**config.mk**
```make
export PLATFORM = sky130hd
export DESIGN_NAME = pms_top
export DESIGN_NICKNAME = d
export VERILOG_FILES = /design/src/pkg/pms_pkg.sv /design/src/rtl/pms_top.sv /design/src/rtl/pms_addr_decode.sv /design/src/rtl/pms_pin_mux.sv
export SDC_FILE = /design/constraint.sdc
export NUM_CORES = 1
export LEC_CHECK = 0
export ABC_AREA = 1
export BUFFER_PORTS_ARGS = -buffer_cell sky130_fd_sc_hd__buf_2
export CAP_MARGIN = 20
export CORE_AREA = 2 2 204 206
export CTS_CLUSTER_SIZE = 16
export DETAILED_ROUTE_END_ITERATION = 10
export DIE_AREA = 0 0 206 208
export PLACE_DENSITY = 0.5
export SLEW_MARGIN = 30
export SYNTH_ARGS = -nofsm -noshare
export SYNTH_HDL_FRONTEND = slang
export SYNTH_SLANG_ARGS = --single-unit
export TNS_END_PERCENT = 1
```
**constraint.sdc**
```tcl
create_clock -name clk -period 4.35 [get_ports clk]
set_input_delay 0.2175 -clock clk [delete_from_list [all_inputs] [get_ports clk]]
set_output_delay 0.2175 -clock clk [all_outputs]
set_load 0.02 [all_outputs]
```
**src/pkg/pms_pkg.sv**
```systemverilog
// Shared types and constants for the processor mode select block.
// Assumes a 24-bit CPU address, 16-bit data and five 8-bit mode-dependent ports.
package pms_pkg;

    // ================================================================
    // Widths
    localparam int PMS_ADDR_W = 24;
    localparam int PMS_DATA_W = 16;
    localparam int PMS_PIN_W = 40;
    localparam int PMS_BUS_PIN_W = 34;
    localparam int PMS_CLK_PIN = 34;

    // ================================================================
    // Mode field codes
    localparam logic [1:0] PMS_FIELD_SINGLE = 2'h0;
    localparam logic [1:0] PMS_FIELD_EXPAND = 2'h1;
    localparam logic [1:0] PMS_FIELD_MICRO = 2'h2;
    localparam logic [1:0] PMS_FIELD_ILLEGAL = 2'h3;

    // ================================================================
    // Address map of the internal area
    localparam logic [23:0] PMS_SPECIAL_BASE = 24'h000000;
    localparam logic [23:0] PMS_SPECIAL_LAST = 24'h00007f;
    localparam logic [23:0] PMS_RSV_A = 24'h00001c;
    localparam logic [23:0] PMS_RSV_B = 24'h00001d;
    localparam logic [23:0] PMS_RSV_C = 24'h000062;
    localparam logic [23:0] PMS_IRAM_BASE = 24'h000080;
    localparam logic [23:0] PMS_IRAM_LAST = 24'h00087f;
    localparam logic [23:0] PMS_IROM_BASE = 24'h008000;
    localparam logic [23:0] PMS_IROM_LAST = 24'h00ffff;

    // ================================================================
    // Types
    typedef enum logic [1:0] {
        PMS_SINGLE,
        PMS_EXPAND,
        PMS_MICRO
    } pms_mode_e;

    typedef struct packed {
        logic valid;
        logic write;
        logic [PMS_ADDR_W-1:0] addr;
        logic [PMS_DATA_W-1:0] wdata;
    } pms_req_s;

    typedef struct packed {
        logic special;
        logic iram;
        logic irom;
        logic internal;
        logic reserved;
    } pms_area_s;

endpackage

```
**src/rtl/pms_top.sv**
```systemverilog
// Processor mode select: mode state, access routing and pin ownership.
// Assumes CPU requests last one cycle and memories answer one cycle after a strobe.
//
// Behaviour
// [RULE1] Exactly three modes: single-chip, memory expansion, microprocessor; they steer pins and map.
// [RULE2] Single-chip mode: all port pins are general or peripheral I/O, no bus signals.
// [RULE3] Single-chip mode: only special function area, internal RAM and internal ROM reachable.
// [RULE4] Single-chip mode: software may stop the enable strobe output.
// [RULE5] External modes: external devices may sit anywhere in the 16-Mbyte space.
// [RULE6] Microprocessor mode: internal ROM disabled, its range becomes external area.
// [RULE7] Microprocessor mode: clock output pin carries the phase-one clock.
// [RULE8] External modes: ports 0-3 and two port-4 bits carry bus signals only.
// [RULE9] Overlapped internal reads return internal data; external read data is ignored.
// [RULE10] Overlapped internal writes update internal location and drive the bus together.
// [RULE11] Writes to reserved SPECIAL_FUNCTION_AREA addresses are ignored.
// [RULE12] External modes: software may stop the phase-one clock output.
// [RULE13] Mode field: 00 single, 01 expansion, 10 microprocessor; 11 never selected.
// [RULE14] A written mode takes effect at the next enable strobe rising edge.
// [RULE15] Mode pin low: leave reset in single-chip mode; software may change modes.
// [RULE16] Mode pin high: leave reset in microprocessor mode; software keeps it there.
// [RULE17] Pins given to the bus leave port control in the cycle the mode changes.
`timescale 1ns/10ps
module pms_top #(
    parameter logic [23:0] IRAM_BASE = pms_pkg::PMS_IRAM_BASE,
    parameter logic [23:0] IRAM_LAST = pms_pkg::PMS_IRAM_LAST,
    parameter logic [23:0] IROM_BASE = pms_pkg::PMS_IROM_BASE,
    parameter logic [23:0] IROM_LAST = pms_pkg::PMS_IROM_LAST
) (
    // Clock and reset
    input wire logic clk,
    input wire logic reset,
    // Strap and software controls
    input wire logic mode_select_pin,
    input wire logic mode_wr,
    input wire logic [1:0] mode_wdata,
    input wire logic e_stop,
    input wire logic phi1_en,
    // Enable strobe and phase-one clock from the bus interface unit
    input wire logic e_strobe,
    input wire logic phi1,
    // CPU side
    input wire pms_pkg::pms_req_s cpu_req,
    output logic cpu_rvalid,
    output logic [pms_pkg::PMS_DATA_W-1:0] cpu_rdata,
    // Internal memories and special function area
    output pms_pkg::pms_req_s int_req,
    input wire logic [pms_pkg::PMS_DATA_W-1:0] int_rdata,
    // Bus interface unit
    output pms_pkg::pms_req_s ext_req,
    input wire logic [pms_pkg::PMS_DATA_W-1:0] ext_rdata,
    input wire logic [pms_pkg::PMS_BUS_PIN_W-1:0] bus_out,
    input wire logic [pms_pkg::PMS_BUS_PIN_W-1:0] bus_oe,
    output logic [pms_pkg::PMS_BUS_PIN_W-1:0] bus_in,
    // Port registers
    input wire logic [pms_pkg::PMS_PIN_W-1:0] port_out,
    input wire logic [pms_pkg::PMS_PIN_W-1:0] port_dir,
    output logic [pms_pkg::PMS_PIN_W-1:0] port_in,
    // Pads
    input wire logic [pms_pkg::PMS_PIN_W-1:0] pin_in,
    output logic [pms_pkg::PMS_PIN_W-1:0] pin_out,
    output logic [pms_pkg::PMS_PIN_W-1:0] pin_oe,
    output logic e_pin_out,
    output logic e_pin_oe,
    // Status
    output pms_pkg::pms_mode_e mode
);
    import pms_pkg::*;

    // ================================================================
    // State
    typedef struct packed {
        pms_mode_e mode;
        logic strapped;
        logic locked;
        logic pend;
        logic [1:0] pend_field;
        logic e_prev;
        pms_req_s int_req;
        pms_req_s ext_req;
        logic rd1;
        logic rd1_int;
        logic rd2;
        logic rd2_int;
        logic rvalid;
        logic [PMS_DATA_W-1:0] rdata;
        logic [PMS_PIN_W-1:0] pin_sample;
    } pms_state_s;

    pms_state_s state;
    pms_state_s next_state;
    pms_area_s area;
    logic e_rise;
    logic field_ok;

    pms_addr_decode #(
        .IRAM_BASE(IRAM_BASE),
        .IRAM_LAST(IRAM_LAST),
        .IROM_BASE(IROM_BASE),
        .IROM_LAST(IROM_LAST)
    ) u_decode (
        .addr(cpu_req.addr),
        .mode(state.mode),
        .area(area)
    );

    pms_pin_mux u_pin_mux (
        .mode(state.mode),
        .phi1(phi1),
        .phi1_en(phi1_en),
        .port_out(port_out),
        .port_dir(port_dir),
        .bus_out(bus_out),
        .bus_oe(bus_oe),
        .pin_out(pin_out),
        .pin_oe(pin_oe)
    );

    assign e_rise = e_strobe && !state.e_prev;

    // ================================================================
    // Mode field acceptance
    always_comb begin
        unique case (mode_wdata)
            PMS_FIELD_SINGLE: field_ok = !state.locked; // RULE16
            PMS_FIELD_EXPAND: field_ok = !state.locked; // RULE16
            PMS_FIELD_MICRO: field_ok = 1'b1;
            PMS_FIELD_ILLEGAL: field_ok = 1'b0; // RULE13
        endcase
    end

    // ================================================================
    // Next state
    always_comb begin
        next_state = state;
        next_state.e_prev = e_strobe;
        next_state.pin_sample = pin_in;
        // Strap is caught at the first edge after release, never under reset
        if (!state.strapped) begin
            next_state.strapped = 1'b1;
            next_state.locked = mode_select_pin;
            next_state.mode = mode_select_pin ? PMS_MICRO : PMS_SINGLE; // RULE15 RULE16
        end
        // Apart from the strap capture, mode moves only on the enable strobe edge
        if (state.pend && e_rise) begin
            next_state.pend = 1'b0;
            unique case (state.pend_field)
                PMS_FIELD_EXPAND: next_state.mode = PMS_EXPAND; // RULE14 RULE13
                PMS_FIELD_MICRO: next_state.mode = PMS_MICRO; // RULE14 RULE13
                default: next_state.mode = PMS_SINGLE; // RULE14 RULE13
            endcase
        end
        // A write in the same cycle as the edge waits for the next edge
        if (mode_wr && field_ok && state.strapped) begin
            next_state.pend = 1'b1;
            next_state.pend_field = mode_wdata;
        end
        // Access routing
        next_state.int_req = cpu_req;
        next_state.ext_req = cpu_req;
        next_state.int_req.valid = cpu_req.valid && area.internal && state.strapped
            && !(cpu_req.write && area.reserved); // RULE11 RULE3
        // Single-chip mode never starts a bus cycle; external modes reach the whole space
        next_state.ext_req.valid = cpu_req.valid && state.strapped
            && (state.mode != PMS_SINGLE); // RULE3 RULE5 RULE10
        next_state.rd1 = cpu_req.valid && !cpu_req.write && state.strapped
            && (area.internal || state.mode != PMS_SINGLE);
        next_state.rd1_int = area.internal; // RULE9
        next_state.rd2 = state.rd1;
        next_state.rd2_int = state.rd1_int;
        next_state.rvalid = state.rd2;
        if (state.rd2) begin
            next_state.rdata = state.rd2_int ? int_rdata : ext_rdata; // RULE9
        end
    end

    always_ff @(posedge clk or posedge reset) begin
        if (reset) begin
            state <= '0;
            state.mode <= PMS_SINGLE;
        end else begin
            state <= next_state;
        end
    end

    // ================================================================
    // Outputs
    assign mode = state.mode; // RULE1
    assign int_req = state.int_req;
    assign ext_req = state.ext_req;
    assign cpu_rvalid = state.rvalid;
    assign cpu_rdata = state.rdata;
    assign port_in = state.pin_sample;
    assign bus_in = state.pin_sample[PMS_BUS_PIN_W-1:0];
    assign e_pin_out = e_strobe;
    // Stopping the strobe is only honoured where no external device needs it
    assign e_pin_oe = !((state.mode == PMS_SINGLE) && e_stop); // RULE4
endmodule

```
**src/rtl/pms_addr_decode.sv**
```systemverilog
// Address decoder: classifies a CPU address against the internal area.
// Assumes the mode input is the currently active processor mode.
`timescale 1ns/10ps
module pms_addr_decode #(
    parameter logic [23:0] IRAM_BASE = pms_pkg::PMS_IRAM_BASE,
    parameter logic [23:0] IRAM_LAST = pms_pkg::PMS_IRAM_LAST,
    parameter logic [23:0] IROM_BASE = pms_pkg::PMS_IROM_BASE,
    parameter logic [23:0] IROM_LAST = pms_pkg::PMS_IROM_LAST
) (
    // Address and mode
    input wire logic [pms_pkg::PMS_ADDR_W-1:0] addr,
    input wire pms_pkg::pms_mode_e mode,
    // Classification
    output pms_pkg::pms_area_s area
);
    import pms_pkg::*;

    always_comb begin
        area.special = (addr >= PMS_SPECIAL_BASE) && (addr <= PMS_SPECIAL_LAST);
        area.iram = (addr >= IRAM_BASE) && (addr <= IRAM_LAST);
        // Internal ROM vanishes in microprocessor mode
        area.irom = (addr >= IROM_BASE) && (addr <= IROM_LAST) && (mode != PMS_MICRO); // RULE6
        area.internal = area.special || area.iram || area.irom;
        area.reserved = (addr == PMS_RSV_A) || (addr == PMS_RSV_B) || (addr == PMS_RSV_C);
    end

endmodule

```
**src/rtl/pms_pin_mux.sv**
```systemverilog
// Pin multiplexer for ports 0 to 4 according to the active processor mode.
// Assumes port registers and bus signals come from neighbouring blocks.
`timescale 1ns/10ps
module pms_pin_mux (
    // Mode and clock output control
    input wire pms_pkg::pms_mode_e mode,
    input wire logic phi1,
    input wire logic phi1_en,
    // Port register side
    input wire logic [pms_pkg::PMS_PIN_W-1:0] port_out,
    input wire logic [pms_pkg::PMS_PIN_W-1:0] port_dir,
    // Bus interface unit side
    input wire logic [pms_pkg::PMS_BUS_PIN_W-1:0] bus_out,
    input wire logic [pms_pkg::PMS_BUS_PIN_W-1:0] bus_oe,
    // Pads
    output logic [pms_pkg::PMS_PIN_W-1:0] pin_out,
    output logic [pms_pkg::PMS_PIN_W-1:0] pin_oe
);
    import pms_pkg::*;

    logic ext_mode;

    assign ext_mode = (mode != PMS_SINGLE);

    // ================================================================
    // Per-pin selection
    for (genvar i = 0; i < PMS_PIN_W; i++) begin : g_pin
        if (i < PMS_BUS_PIN_W) begin : g_bus
            // Port registers lose these pins as soon as the mode changes
            assign pin_out[i] = ext_mode ? bus_out[i] : port_out[i]; // RULE8 RULE17 RULE2
            assign pin_oe[i] = ext_mode ? bus_oe[i] : port_dir[i]; // RULE8 RULE17 RULE2
        end else if (i == PMS_CLK_PIN) begin : g_clk
            always_comb begin
                unique case (mode)
                    PMS_MICRO: begin
                        // Stopped clock still owns the pin, held low
                        pin_out[i] = phi1 & phi1_en; // RULE7 RULE12
                        pin_oe[i] = 1'b1; // RULE7
                    end
                    PMS_EXPAND: begin
                        pin_out[i] = phi1_en ? phi1 : port_out[i]; // RULE12
                        pin_oe[i] = phi1_en | port_dir[i];
                    end
                    PMS_SINGLE: begin
                        pin_out[i] = port_out[i]; // RULE2
                        pin_oe[i] = port_dir[i];
                    end
                    default: begin
                        pin_out[i] = port_out[i];
                        pin_oe[i] = port_dir[i];
                    end
                endcase
            end
        end else begin : g_port
            assign pin_out[i] = port_out[i];
            assign pin_oe[i] = port_dir[i];
        end
    end

endmodule

```
After elaboration in Yosys (flattened, before gate mapping)
Cells that the tools add are included.
- register bits: 112
- latch bits: 0
- RAM bits: 0
- bits in read-only memories: 0
- input port bits: 272
- output and inout bits: 259
- logic and storage cells: 150
- memories kept: 0
- add/subtract/negate cells: 0
- $mul: 0
- divide/modulo/power cells: 0
- magnitude comparators: 6
- equal/unequal tests: 12
- shift-type cells: 0
- multiplexer cells: 79
- bitwise gates (word level): 2
- reduce and logical (&&, ||, !) cells: 33
- operator list (cell ; count):
    $mux 1 ; 70
    $eq 24x5->1 const B ; 2
    $eq 24x7->1 const B ; 1
    $ge 24x1->1 const B ; 1
    $ge 24x16->1 const B ; 1
    $ge 24x8->1 const B ; 1
    $le 24x12->1 const B ; 1
    $le 24x16->1 const B ; 1
    $le 24x7->1 const B ; 1
    $logic_and 1x1->1 ; 18
    $mux 16 ; 1
    $eq 2x2->1 const B ; 4
    $eq 2x1->1 const B ; 3
    $logic_not 1->1 ; 5
    $logic_or 1x1->1 ; 5
    $logic_not 2->1 ; 2
    $mux 2 ; 2
    $mux 4 ; 1
    $pmux 1 s2 ; 2
    $pmux 2 s2 ; 1
    $reduce_bool 2->1 ; 2
    $mux 3 ; 1
    $pmux 1 s3 ; 1
    $ne 2x1->1 const B ; 1
    other kinds (4) ; 4

Depth between registers and ports, before layout
Gate-level depths: netlist (run 1).
- depth in word-level cells: 7
- depth in mapped cells: 7
- depth with buffers taken out: 7

Cells and area by module
From an unflattened synthesis (run 1), not the netlist that was laid out.
- cell total of the unflattened synthesis: 695
- area, all modules: 6093.3 um2
- by module, submodules not included (module ; instances ; cells each ; area each (um2) ; sequential area each (um2)):
    pms_top ; 1 ; 403 ; 4748.3 ; 2802.7
    pms_pin_mux ; 1 ; 254 ; 1167.4 ; 0.0
    pms_addr_decode ; 1 ; 38 ; 177.7 ; 0.0

Worst setup path after synthesis (run 1)
Ideal clock, no wire load.
- path kind: register to output
- start: register mode[0] (netlist name)
- end: output port pin_out[34] in the netlist's numbering
- arrival: 1363 ps
- required time: 4133 ps
- setup slack: 2770 ps
- cell stages (with the launch flop): 6
- path buffers: 0
- cell sequence: dfrtp_1 -> inv_1 -> ha_1 -> nand2_1 -> nor2_1 -> nor3_1
- cells in the longest elaborated chain, start to end: 2
- elaborated cells between the ends (all ways): 3
- classes of those cells: eq/ne (2); mux (1)
- ends and longest elaborated chain (element ; line ; RTL):
    $eq 2x1->1 or $eq 2x2->1 (tied branches) ; pms_pin_mux.sv:34 ; unique case (mode)
    $pmux 1 s2 * ; pms_pin_mux.sv:34 ;
    end, declared ; pms_top.sv:60 ; output logic [pms_pkg::PMS_PIN_W-1:0] pin_out,
Mark *: on every way between the ends. The rest lies on a longest branch, timed or not.

Final worst setup path (run 1)
- start: register mode[0] (netlist name)
- end: output port pin_out[5] in the netlist's numbering
- cells in the longest elaborated chain, start to end: 2
- ends and longest elaborated chain (element ; line ; RTL):
    $reduce_bool 2->1 ; pms_pin_mux.sv:23 ; assign ext_mode = (mode != PMS_SINGLE);
    $mux 1 ; pms_pin_mux.sv:30 ; assign pin_out[i] = ext_mode ? bus_out[i] : port_out[i];
No other way between the ends.

==> results.tsv, run 1 <==
metric	value	unit
Reg2Reg Depth	7	
drt first pass iters	4	
largest net degree at the start of global routing	60	
Worst setup EP type	output port	
total placed cells including tap cells	1374	
DPL Wire Length	18.2	mm
Starting Density	15.0	%
kind of critical path	reg -> out	
min-delay src	ext_rdata[1]	
CP max FO	38	
warnings from Yosys	0	
post-CTS sizing	0	
Fmax	0.375	GHz
wirelength, routed	22.4	mm
initial antenna violation count	4	
core box area	40600	µm²
Inserted Clock Buffers	9	
Chip Width	206	µm
setup repair after global routing missed its margin	false	
Slew HR	48.2	%
most common cell in the netlist	buf_4	
Worst Clk Skew	0.00769	ns
Netlist cell types	29	
Routed Antenna Nets	0	
final RePlAce weighted congestion	0.826	
area grow syn2layout	46.9	%
Cell Pwr Density	366	nW/µm²
Post-synth EDFFs	0	
slowest CP cell	ha_4	
vias per cell	3.33	
Synth Flop Type	dfrtp_1	
Root Driver	clkbuf_16	
count of pins over their slew limit	0	
Seq/Total Area, Yosys	46.1	%
CTS max path bufs	2	
final worst path period need	2.67	ns
Final nets	1211	
final hold violations	0	
worst-path cell chain	inv_1 -> ha_4 -> buf_16 -> buf_4 -> mux2_4 -> buf_2	
CP endpoint	pin_out[5]	
clock net sink count	112	
critical path launch point	mode[0]$_DFFE_PP0P_	
Final setup viols	0	
ratio of cells with drive above 1 in the final layout	64.3	%
largest vdd supply drop	0.147	mV
Post-Syn Area per Cell	11.5	µm²
Slew @ Worst Pin	0.776	ns
Yosys top cell by area	dfrtp_1	
synthesized flop and latch total	112	
max-cap viol count	0	
Place WS	2.09	ns
depth of the CTS H-tree	3	
DR DRC count	0	
vias	4919	
reg2reg end	next_state[58]$_DFF_PP0_	
clock slew seen by the registers of the worst setup and hold paths	0.08	ns
post-CTS setup buffers	0	
wire per inst	15.2	µm
Cell Area, Synth	6080	µm²
Fin Setup TNS	0	ns
dpl cell area	7790	µm²
synth top area cells	dfrtp_1, buf_4, mux2_4	
grt total ovfl	0	
worst hold stages	3	
CP arrival	2.45	ns
Die H	208	µm
CTS tree	built	
Worst EP required	4.13	ns
number of global-route vias before repair	4956	
1st-iter DRT viols	282	
post-synthesis cell count	529	
status	finished, final reports clean	
first-pass GRT wire length	30.8	mm
setup slack, reg-to-reg	2.71	ns
I/O Pins	531	
LEAKAGE	0.00476	µW
Clock Latency Late Sink	0.37	ns
crit path launch type	flip-flop	
non-filler cells, final	1475	
Overall Global Routing Usage	9.81	%
Final WS setup	1.68	ns
DIE AREA	42800	µm²
final instance area	8930	µm²
most common library cells after synthesis	buf_4, dfrtp_1, mux2_4, nand2_1, nor2_1	
I/O Buffers	510	
worst r2r src	mode[0]$_DFFE_PP0P_	
Yosys top cell area share	46.1	%
FP Rows	74	
cts hold-fix bufs	83	
asr flop ratio synth	100	%
Slowest Stage Delay on Critical Path	0.45	ns
syn nets	804	
HP Class	in -> reg	
fin crit share	61.3	%
[layout by cell type (no fill, tap or decap), types with 2 or more instances in the layout]
master and n:
diode_2 2, ha_1 2, o21ai_0 2, nand3b_1 2, dlygate4sd3_1 83, a31oi_1 17
buf_2 510, a21oi_1 3, clkbuf_16 9, buf_4 2, dfrtp_1 111, inv_8 3
nand2_1 53, nand3_1 3, mux2_4 67, nor2_1 38, inv_1 15
[final cells by class]
class | instances | area [µm²]
Sequential cell | 112 | 2800
Inverter | 17 | 66.3
Clock inverter | 7 | 80.1
Clock buffer | 9 | 225
Timing Repair Buffer | 597 | 3450
Antenna cell | 2 | 5.00
Fill cell | 4413 | 31600
Multi-Input combinational cell | 199 | 1640
Tap cell | 532 | 666
[how the worst min path moves through the flow]
stage / slack (ns) / endpoint
after floorplan: 0.25 / ext_req[0]$_DFF_PP0_
after global placement: 0.33 / ext_req[6]$_DFF_PP0_
after detailed placement: 0.33 / ext_req[9]$_DFF_PP0_
after CTS: 0.06 / state[149]$_DFFE_PP0N_
after global routing: 0.08 / cpu_rdata[6]$_DFFE_PP0P_
final: 0.1 / cpu_rdata[1]$_DFFE_PP0P_
[flip-flops by register name, indices dropped and copies added, names as in the netlist]
signal / cells
ext_req: 42
port_in: 40
cpu_rdata: 16
state: 7
next_state: 3
mode: 2
cpu_rvalid: 1
int_req: 1
[critical path, delay by kind of cell, from the launching register on]
kind                     cells  cell delay [ns]
buffers and inverters        4             0.88
adder cells (fa/ha/maj)      1             0.45
flip-flops                   1             0.40
multiplexers                 1             0.31
[logic make-up (layout without fill, tap and decap cells)]
kind of cell	count (synthesis)	count (layout)	synth area share, %
buffers and inverters	218	630	27.1
DFF	112	112	46.1
and+or+nand+nor	99	99	6.40
muxes	68	68	16.7
AOI/OAI and AO/OA	28	28	3.00
adders and majority gates	3	3	0.617
other	1	3	0.0617
[stage by stage]
stage | hold slack, ns | util (%) | total power (µW)
after detailed placement | 0.327 | 19.2 | 2360
after floorplan | 0.249 | - | 2140
after CTS | 0.0577 | 22.0 | 3340
final | 0.0962 | 22.0 | 3270
after global routing | 0.0834 | 22.0 | 3460
after global placement | 0.326 | 19.1 | 2350
[routing by layer]
metal | wire [µm] | GRT usage (%)
met5 | 37 | 0
met2 | 10900 | 16.0
met3 | 1450 | 2.74
met1 | 9650 | 12.5
met4 | 312 | 3.03
[power breakdown]
group	switching (µW)	internal, µW
clock	463	416
sequential	60.7	1140
combinational	659	533
total	1180	2090
Power figures use the tool's default switching activity.
==> run 2: changes to the inputs <==
ABC_AREA = 0   (was 1)
CORE_AREA = 2 2 206 208   (was 2 2 204 206)
DIE_AREA = 0 0 208 210   (was 0 0 206 208)
PLACE_DENSITY = 0.48   (was 0.5)
clock period = 2.8 ns   (was 4.35 ns; I/O delays follow)
==> run 2 against run 1 <==
Synthesized cell count down 9.6%. Via count shrank 1.9%. Worst setup slack got worse by 1.2 ns. Total power rose by 47%. Clock power rose by 57%. Flip-flop and latch count unchanged. Critical path type unchanged. Register-to-register slack got worse by 1.5 ns. Final cell count decreased by 2.6%. Final area fell by 2.4%. Sequential power is 53% higher.
==> results.tsv, run 2 <==
metric	value	unit	change
kind of critical path	reg -> out		
vias	4825		-1.9%
syn nets	753		-6.3%
largest net degree at the start of global routing	113		+88%
Yosys top cell area share	49.0	%	+2.9 points
Global Route met2 Usage	22.2	%	+6.2 points
Util after Layout	21.0	%	-1.0 points
commonest cells after routing, fill and taps aside	buf_2, dfrtp_1, dlygate4sd3_1, mux2_1, mux2_2		
CP arrival	2.20	ns	-0.25 ns
warnings from Yosys	0		unchanged
Post-Syn Area per Cell	12.0	µm²	+4.2%
Root Driver	clkbuf_16		
crit path launch type	flip-flop		
most common cell in the netlist	buf_4		
grt total ovfl	0		unchanged
Post-synth EDFFs	0		unchanged
sequential share of power	38.1	%	+1.4 points
count of pins over their slew limit	0		unchanged
Netlist cell types	33		+14%
final hold violations	0		unchanged
clock share of power	28.7	%	+1.8 points
FP Rows	75		+1.4%
DIE AREA	43700	µm²	+1.9%
post-CTS sizing	0		unchanged
Slew @ Worst Pin	0.947	ns	+0.171 ns
slowest CP cell	dfrtp_1		
worst-path cell chain	inv_1 -> ha_4 -> buf_4 -> mux2_2 -> buf_2		
Die H	210	µm	+0.96%
synthesized flop and latch total	112		unchanged
Seq/Total Area, Yosys	49.0	%	+2.9 points
post-synthesis cell count	478		-9.6%
synth top area cells	dfrtp_1, buf_4, mux2_1		
largest vdd supply drop	0.213	mV	+45%
DPL Wire Length	21.6	mm	+18%
Synth Flop Type	dfrtp_1		
I/O Pins	531		unchanged
setup repair after global routing missed its margin	false		
depth of the CTS H-tree	3		unchanged
Pwr Total	4820	µW	+47%
Cell Pwr Density	553	nW/µm²	+51%
vias per cell	3.36		+0.75%
Internal	3130	µW	+50%
Worst Clk Skew	0.0187	ns	+0.0110 ns
wirelength, routed	25.7	mm	+15%
Final setup viols	0		unchanged
asr flop ratio synth	100	%	unchanged
fin crit share	83.7	%	
grt met1 use	11.2	%	-1.3 points
Worst setup EP type	output port		
Worst EP required	2.66	ns	-1.47 ns
total placed cells including tap cells	1331		-3.1%
Fin Setup TNS	0	ns	unchanged
Inserted Clock Buffers	9		unchanged
CP max FO	26		-32%
1st-iter DRT viols	169		-40%
Yosys top cell by area	dfrtp_1		
Chip Width	208	µm	+0.97%
most common library cells after synthesis	buf_4, dfrtp_1, mux2_1, mux2_2, a21oi_1		
clock slew seen by the registers of the worst setup and hold paths	0.09	ns	about the same
Overall Global Routing Usage	11.5	%	+1.7 points
drt first pass iters	5		+1
GR Layer Usage met3	3.23	%	+0.49 points
first-pass GRT wire length	35.1	mm	+14%
wire per inst	17.9	µm	+18%
number of global-route vias before repair	4960		+0.081%
Slowest Stage Delay on Critical Path	0.42	ns	-0.03 ns
DR DRC count	0		unchanged
post-CTS setup buffers	0		unchanged
area grow syn2layout	52.4	%	
Sw Pwr	1690	µW	+43%
core box area	41500	µm²	+2.3%
cts hold-fix bufs	86		+3.6%
final RePlAce weighted congestion	0.807		-2.4%
Clock Latency Late Sink	0.38	ns	about the same
I/O Buffers	510		unchanged
LEAKAGE	0.00437	µW	-8.2%
Cell Area, Synth	5720	µm²	-5.9%
Largest register FFs	42		unchanged
Most Crowded Layer GR	met2		
Fmax	0.426	GHz	
most common cell after layout, fill and taps aside	buf_2		
Starting Density	13.8	%	-1.2 points
max-cap viol count	0		unchanged
status	finished, final reports clean		
Routed Antenna Nets	0		unchanged
Final nets	1164		-3.9%
HP Class	in -> reg		
combinational share of power	33.2	%	-3.2 points
Sw Ratio	35.1	%	-1.0 points
initial antenna violation count	13		+9
final worst path period need	2.34	ns	
clock net sink count	112		unchanged
Slew HR	36.8	%	-11 points
CTS max path bufs	2		unchanged
non-filler cells, final	1436		-2.6%
CTS tree	built		
ratio of cells with drive above 1 in the final layout	63.0	%	-1.2 points
-- run 2: cell types whose count changed after synthesis, moves of 18 or more --
cell     delta
mux2i_1    +18
nor2_1     -20
a21oi_1    +18
nand2_1    -48
mux2_2     +25
mux2_1     +44
mux2_4     -67
-- run 2: power by group through the flow --
| stage | Sequential (µW) | Combinational, µW | Clock [µW] |
|---|---|---|---|
| after detailed placement | 1870 | 1530 | 0 |
| after global placement | 1870 | 1530 | 0 |
| after global routing | 1860 | 1720 | 1540 |
| final | 1840 | 1600 | 1380 |
| after CTS | 1840 | 1630 | 1490 |
| after floorplan | 1850 | 1140 | 0 |
-- run 2: area by class of cell --
class	count	area (µm²)
Fill cell	4546	32800
Timing Repair Buffer	600	3470
Sequential cell	112	2800
Multi-Input combinational cell	160	1450
Tap cell	539	674
Clock buffer	9	225
Clock inverter	6	72.6
Inverter	6	26.3
Antenna cell	4	10.0
-- run 2: final timing paths --
path,slack (ns),from,end,cells past startpoint
worst max-delay path,0.46,mode[0]$_DFFE_PP0P_,pin_out[33],5
worst min-delay path,0.06,ext_rdata[7],cpu_rdata[7]$_DFFE_PP0P_,3
worst max register to register,1.22,state[57]$_DFF_PP0_,cpu_rdata[14]$_DFFE_PP0P_,2
worst min register to register,0.35,next_state[57]$_DFF_PP0_,state[57]$_DFF_PP0_,0
max in group asynchronous,1.83,reset,mode[1]$_DFFE_PP0P_,4
min in group asynchronous,0.50,reset,ext_req[15]$_DFF_PP0_,4
-- run 2: routing by layer --
| layer | share of wire, % | up-vias |
|---|---|---|
| li1 | - | 2213 |
| met1 | 34 | 2211 |
| met2 | 55 | 354 |
| met3 | 7.3 | 45 |
| met4 | 3.7 | 2 |
| met5 | 0.047 | - |
-- run 2: per-stage QoR --
step	hold WS, ns	cell area [µm²]	setup WS [ns]
floorplan	0.171	5730	1.20
global placement	0.249	7560	0.898
detailed placement	0.249	7560	0.859
CTS	0.0307	8710	0.403
global route	0.0534	8720	0.337
finish	0.0615	8720	0.455
-- run 2: cells by family after synthesis --
logic type / after synthesis / synth area share, %
buffers and inverters: 206 / 26.0
adders and majority gates: 3 / 0.656
and+or+nand+nor: 39 / 4.31
muxes: 88 / 16.9
AOI/OAI and AO/OA: 29 / 3.08
other: 1 / 0.0655
DFF: 112 / 49.0
-- run 2: critical path: cells and delay by family, from the launching register on --
kind	cells	cell delay, ns
multiplexers	1	0.36
flip-flops	1	0.42
buffers and inverters	3	0.61
adder cells (fa/ha/maj)	1	0.41
==> run 3: changes to the inputs <==
PLACE_DENSITY = 0.49   (was 0.48)
clock period = 2.04 ns   (was 2.8 ns; I/O delays follow)
==> run 3 against run 2 <==
Clock skew is 0.0074 ns lower. Combinational power increased by 44%. Core utilization grew 0.34 points. First-iteration DRC count is 15% lower. Via count rose by 1.7%. Wire length is 0.35% higher. Critical path depth unchanged. Register-to-register slack got worse by 0.80 ns. Die area unchanged. Sequential share of layout area is 0.52 points lower. Final area up 1.6%. Worst setup slack lost 0.43 ns.
==> results.tsv, run 3 (synthesis results as in run 2) <==
metric	value	unit	change
most common cell after layout, fill and taps aside	buf_2		
wire per inst	17.8	µm	-0.41%
final worst path period need	2.02	ns	
worst r2r src	state[57]$_DFF_PP0_		
DPL Wire Length	21.9	mm	+1.5%
wirelength, routed	25.8	mm	+0.35%
Final WS setup	0.0209	ns	-0.434 ns
grt total ovfl	0		unchanged
status	finished, final reports clean		
sequential share of power	38.3	%	+0.2 points
Chip Width	208	µm	unchanged
Slew @ Worst Pin	0.516	ns	-0.432 ns
Reg2Reg Depth	4		+2
DR DRC count	0		unchanged
fin crit share	99.0	%	
area grow syn2layout	54.9	%	
Cell Pwr Density	743	nW/µm²	+34%
HP Class	in -> reg		
Sw Ratio	35.0	%	-0.083 points
Slew HR	65.3	%	+28 points
ratio of cells with drive above 1 in the final layout	64.2	%	+1.2 points
Routed Antenna Nets	0		unchanged
DIE AREA	43700	µm²	unchanged
vias	4907		+1.7%
I/O Pins	531		unchanged
initial antenna violation count	16		+3
largest net degree at the start of global routing	70		-38%
count of pins over their slew limit	0		unchanged
Root Driver	clkbuf_16		
Inserted Clock Buffers	9		unchanged
worst hold stages	3		unchanged
clock slew seen by the registers of the worst setup and hold paths	0.08	ns	about the same
Worst setup EP type	output port		
crit path launch type	flip-flop		
clock share of power	26.7	%	-2.0 points
final RePlAce weighted congestion	0.855		+6.0%
Sw Pwr	2310	µW	+36%
Final nets	1176		+1.0%
CP arrival	1.92	ns	-0.28 ns
I/O Buffers	510		unchanged
setup repair after global routing missed its margin	true		
Starting Density	13.8	%	unchanged
reg2reg end	cpu_rdata[1]$_DFFE_PP0P_		
vias per cell	3.39		+0.93%
depth of the CTS H-tree	3		unchanged
max-cap viol count	0		unchanged
1st-iter DRT viols	144		-15%
Final setup viols	0		unchanged
kind of critical path	reg -> out		
commonest cells after routing, fill and taps aside	buf_2, dfrtp_1, dlygate4sd3_1, mux2_1, mux2_2		
final hold violations	0		unchanged
FP Rows	75		unchanged
core box area	41500	µm²	unchanged
LEAKAGE	0.00446	µW	+1.9%
CTS tree	built		
Fin Setup TNS	0	ns	unchanged
Die H	210	µm	unchanged
Fmax	0.495	GHz	
Hold Crit Endpoint	cpu_rdata[15]$_DFFE_PP0P_		
Place WS	0.283	ns	-0.575 ns
number of global-route vias before repair	5028		+1.4%
CP max FO	33		+27%
combinational share of power	35.0	%	+1.8 points
clock net sink count	112		unchanged
fill count	4569		+0.51%
Largest register FFs	42		unchanged
min-delay src	ext_rdata[15]		
first-pass GRT wire length	35.0	mm	-0.22%
Clock Latency Late Sink	0.37	ns	about the same
CTS max path bufs	2		unchanged
largest vdd supply drop	0.301	mV	+41%
Worst Clk Skew	0.0113	ns	-0.00738 ns
Internal	4280	µW	+37%
Worst EP required	1.94	ns	-0.72 ns
Overall Global Routing Usage	11.5	%	+0.015 points
drt first pass iters	4		-1
setup slack, reg-to-reg	0.42	ns	-0.80 ns
-- run 3: worst max-delay path by stage --
| stage | from | end | slack [ns] | cells past startpoint |
|---|---|---|---|---|
| 2_1_floorplan | mode[0]$_DFFE_PP0P_ | pin_oe[16] | 0.48 | 5 |
| 3_3_place_gp | mode[0]$_DFFE_PP0P_ | pin_oe[20] | 0.25 | 5 |
| 3_5_place_dp | mode[0]$_DFFE_PP0P_ | pin_oe[20] | 0.28 | 5 |
| 4_1_cts | mode[0]$_DFFE_PP0P_ | pin_out[3] | -0.04 | 5 |
| 5_1_grt | mode[0]$_DFFE_PP0P_ | pin_oe[2] | -0.07 | 5 |
| 6_report | mode[0]$_DFFE_PP0P_ | pin_oe[10] | 0.02 | 5 |
-- run 3: timing repair --
| item | in CTS | in global routing |
|---|---|---|
| setup endpoints to repair | 67 | 33 |
| resized for setup | 3 | 14 |
| hold buffers | 89 | 0 |
| endpoints found under the hold margin | 103 | 0 |
| pin swaps | 1 | 1 |
| buffers inserted | 3 | 2 |
| gates cloned | 1 | 0 |
-- run 3: metrics by stage --
step | hold WS (ns) | cell area, µm² | total power (µW) | util (%) | cells
floorplan | 0.133 | 5730 | 4120 | - | 478
global placement | 0.125 | 7590 | 4670 | 18.3 | 1334
detailed placement | 0.132 | 7590 | 4680 | 18.3 | 1334
CTS | 0.00140 | 8820 | 6730 | 21.3 | 1442
global route | 0.0224 | 8870 | 6960 | 21.4 | 1447
finish | 0.0289 | 8870 | 6590 | 21.4 | 1447
-- run 3: layout make-up --
type	instances	area, µm²	area share, %
inverters	6	26.3	0.296
flip-flops and latches	112	2800	31.6
multi-input cells	160	1470	16.6
clock buffers	10	239	2.70
well taps	539	674	7.61
repair buffers	612	3610	40.7
diodes	3	7.51	0.0847
clock inverters	5	41.3	0.466
-- run 3: power groups by stage --
stage	logic [µW]	clock network, µW	registers (µW)
CTS	2310	1900	2530
detailed placement	2100	0	2570
floorplan	1570	0	2550
global route	2460	1950	2550
finish	2310	1760	2520
global placement	2110	0	2570
-- run 3: critical path, stage by stage (launching register included) --
cell     delay, ns
dfrtp_1       0.40
inv_2         0.10
ha_4          0.24
buf_12        0.22
mux2_2        0.39
buf_2         0.17
-- run 3: layer usage --
layer	global-route usage (%)	vias to the layer above	wire, µm
li1	-	2239	-
met5	0	-	21
met2	22.0	356	13900
met4	5.14	4	762
met3	3.40	46	2000
met1	11.5	2262	9140
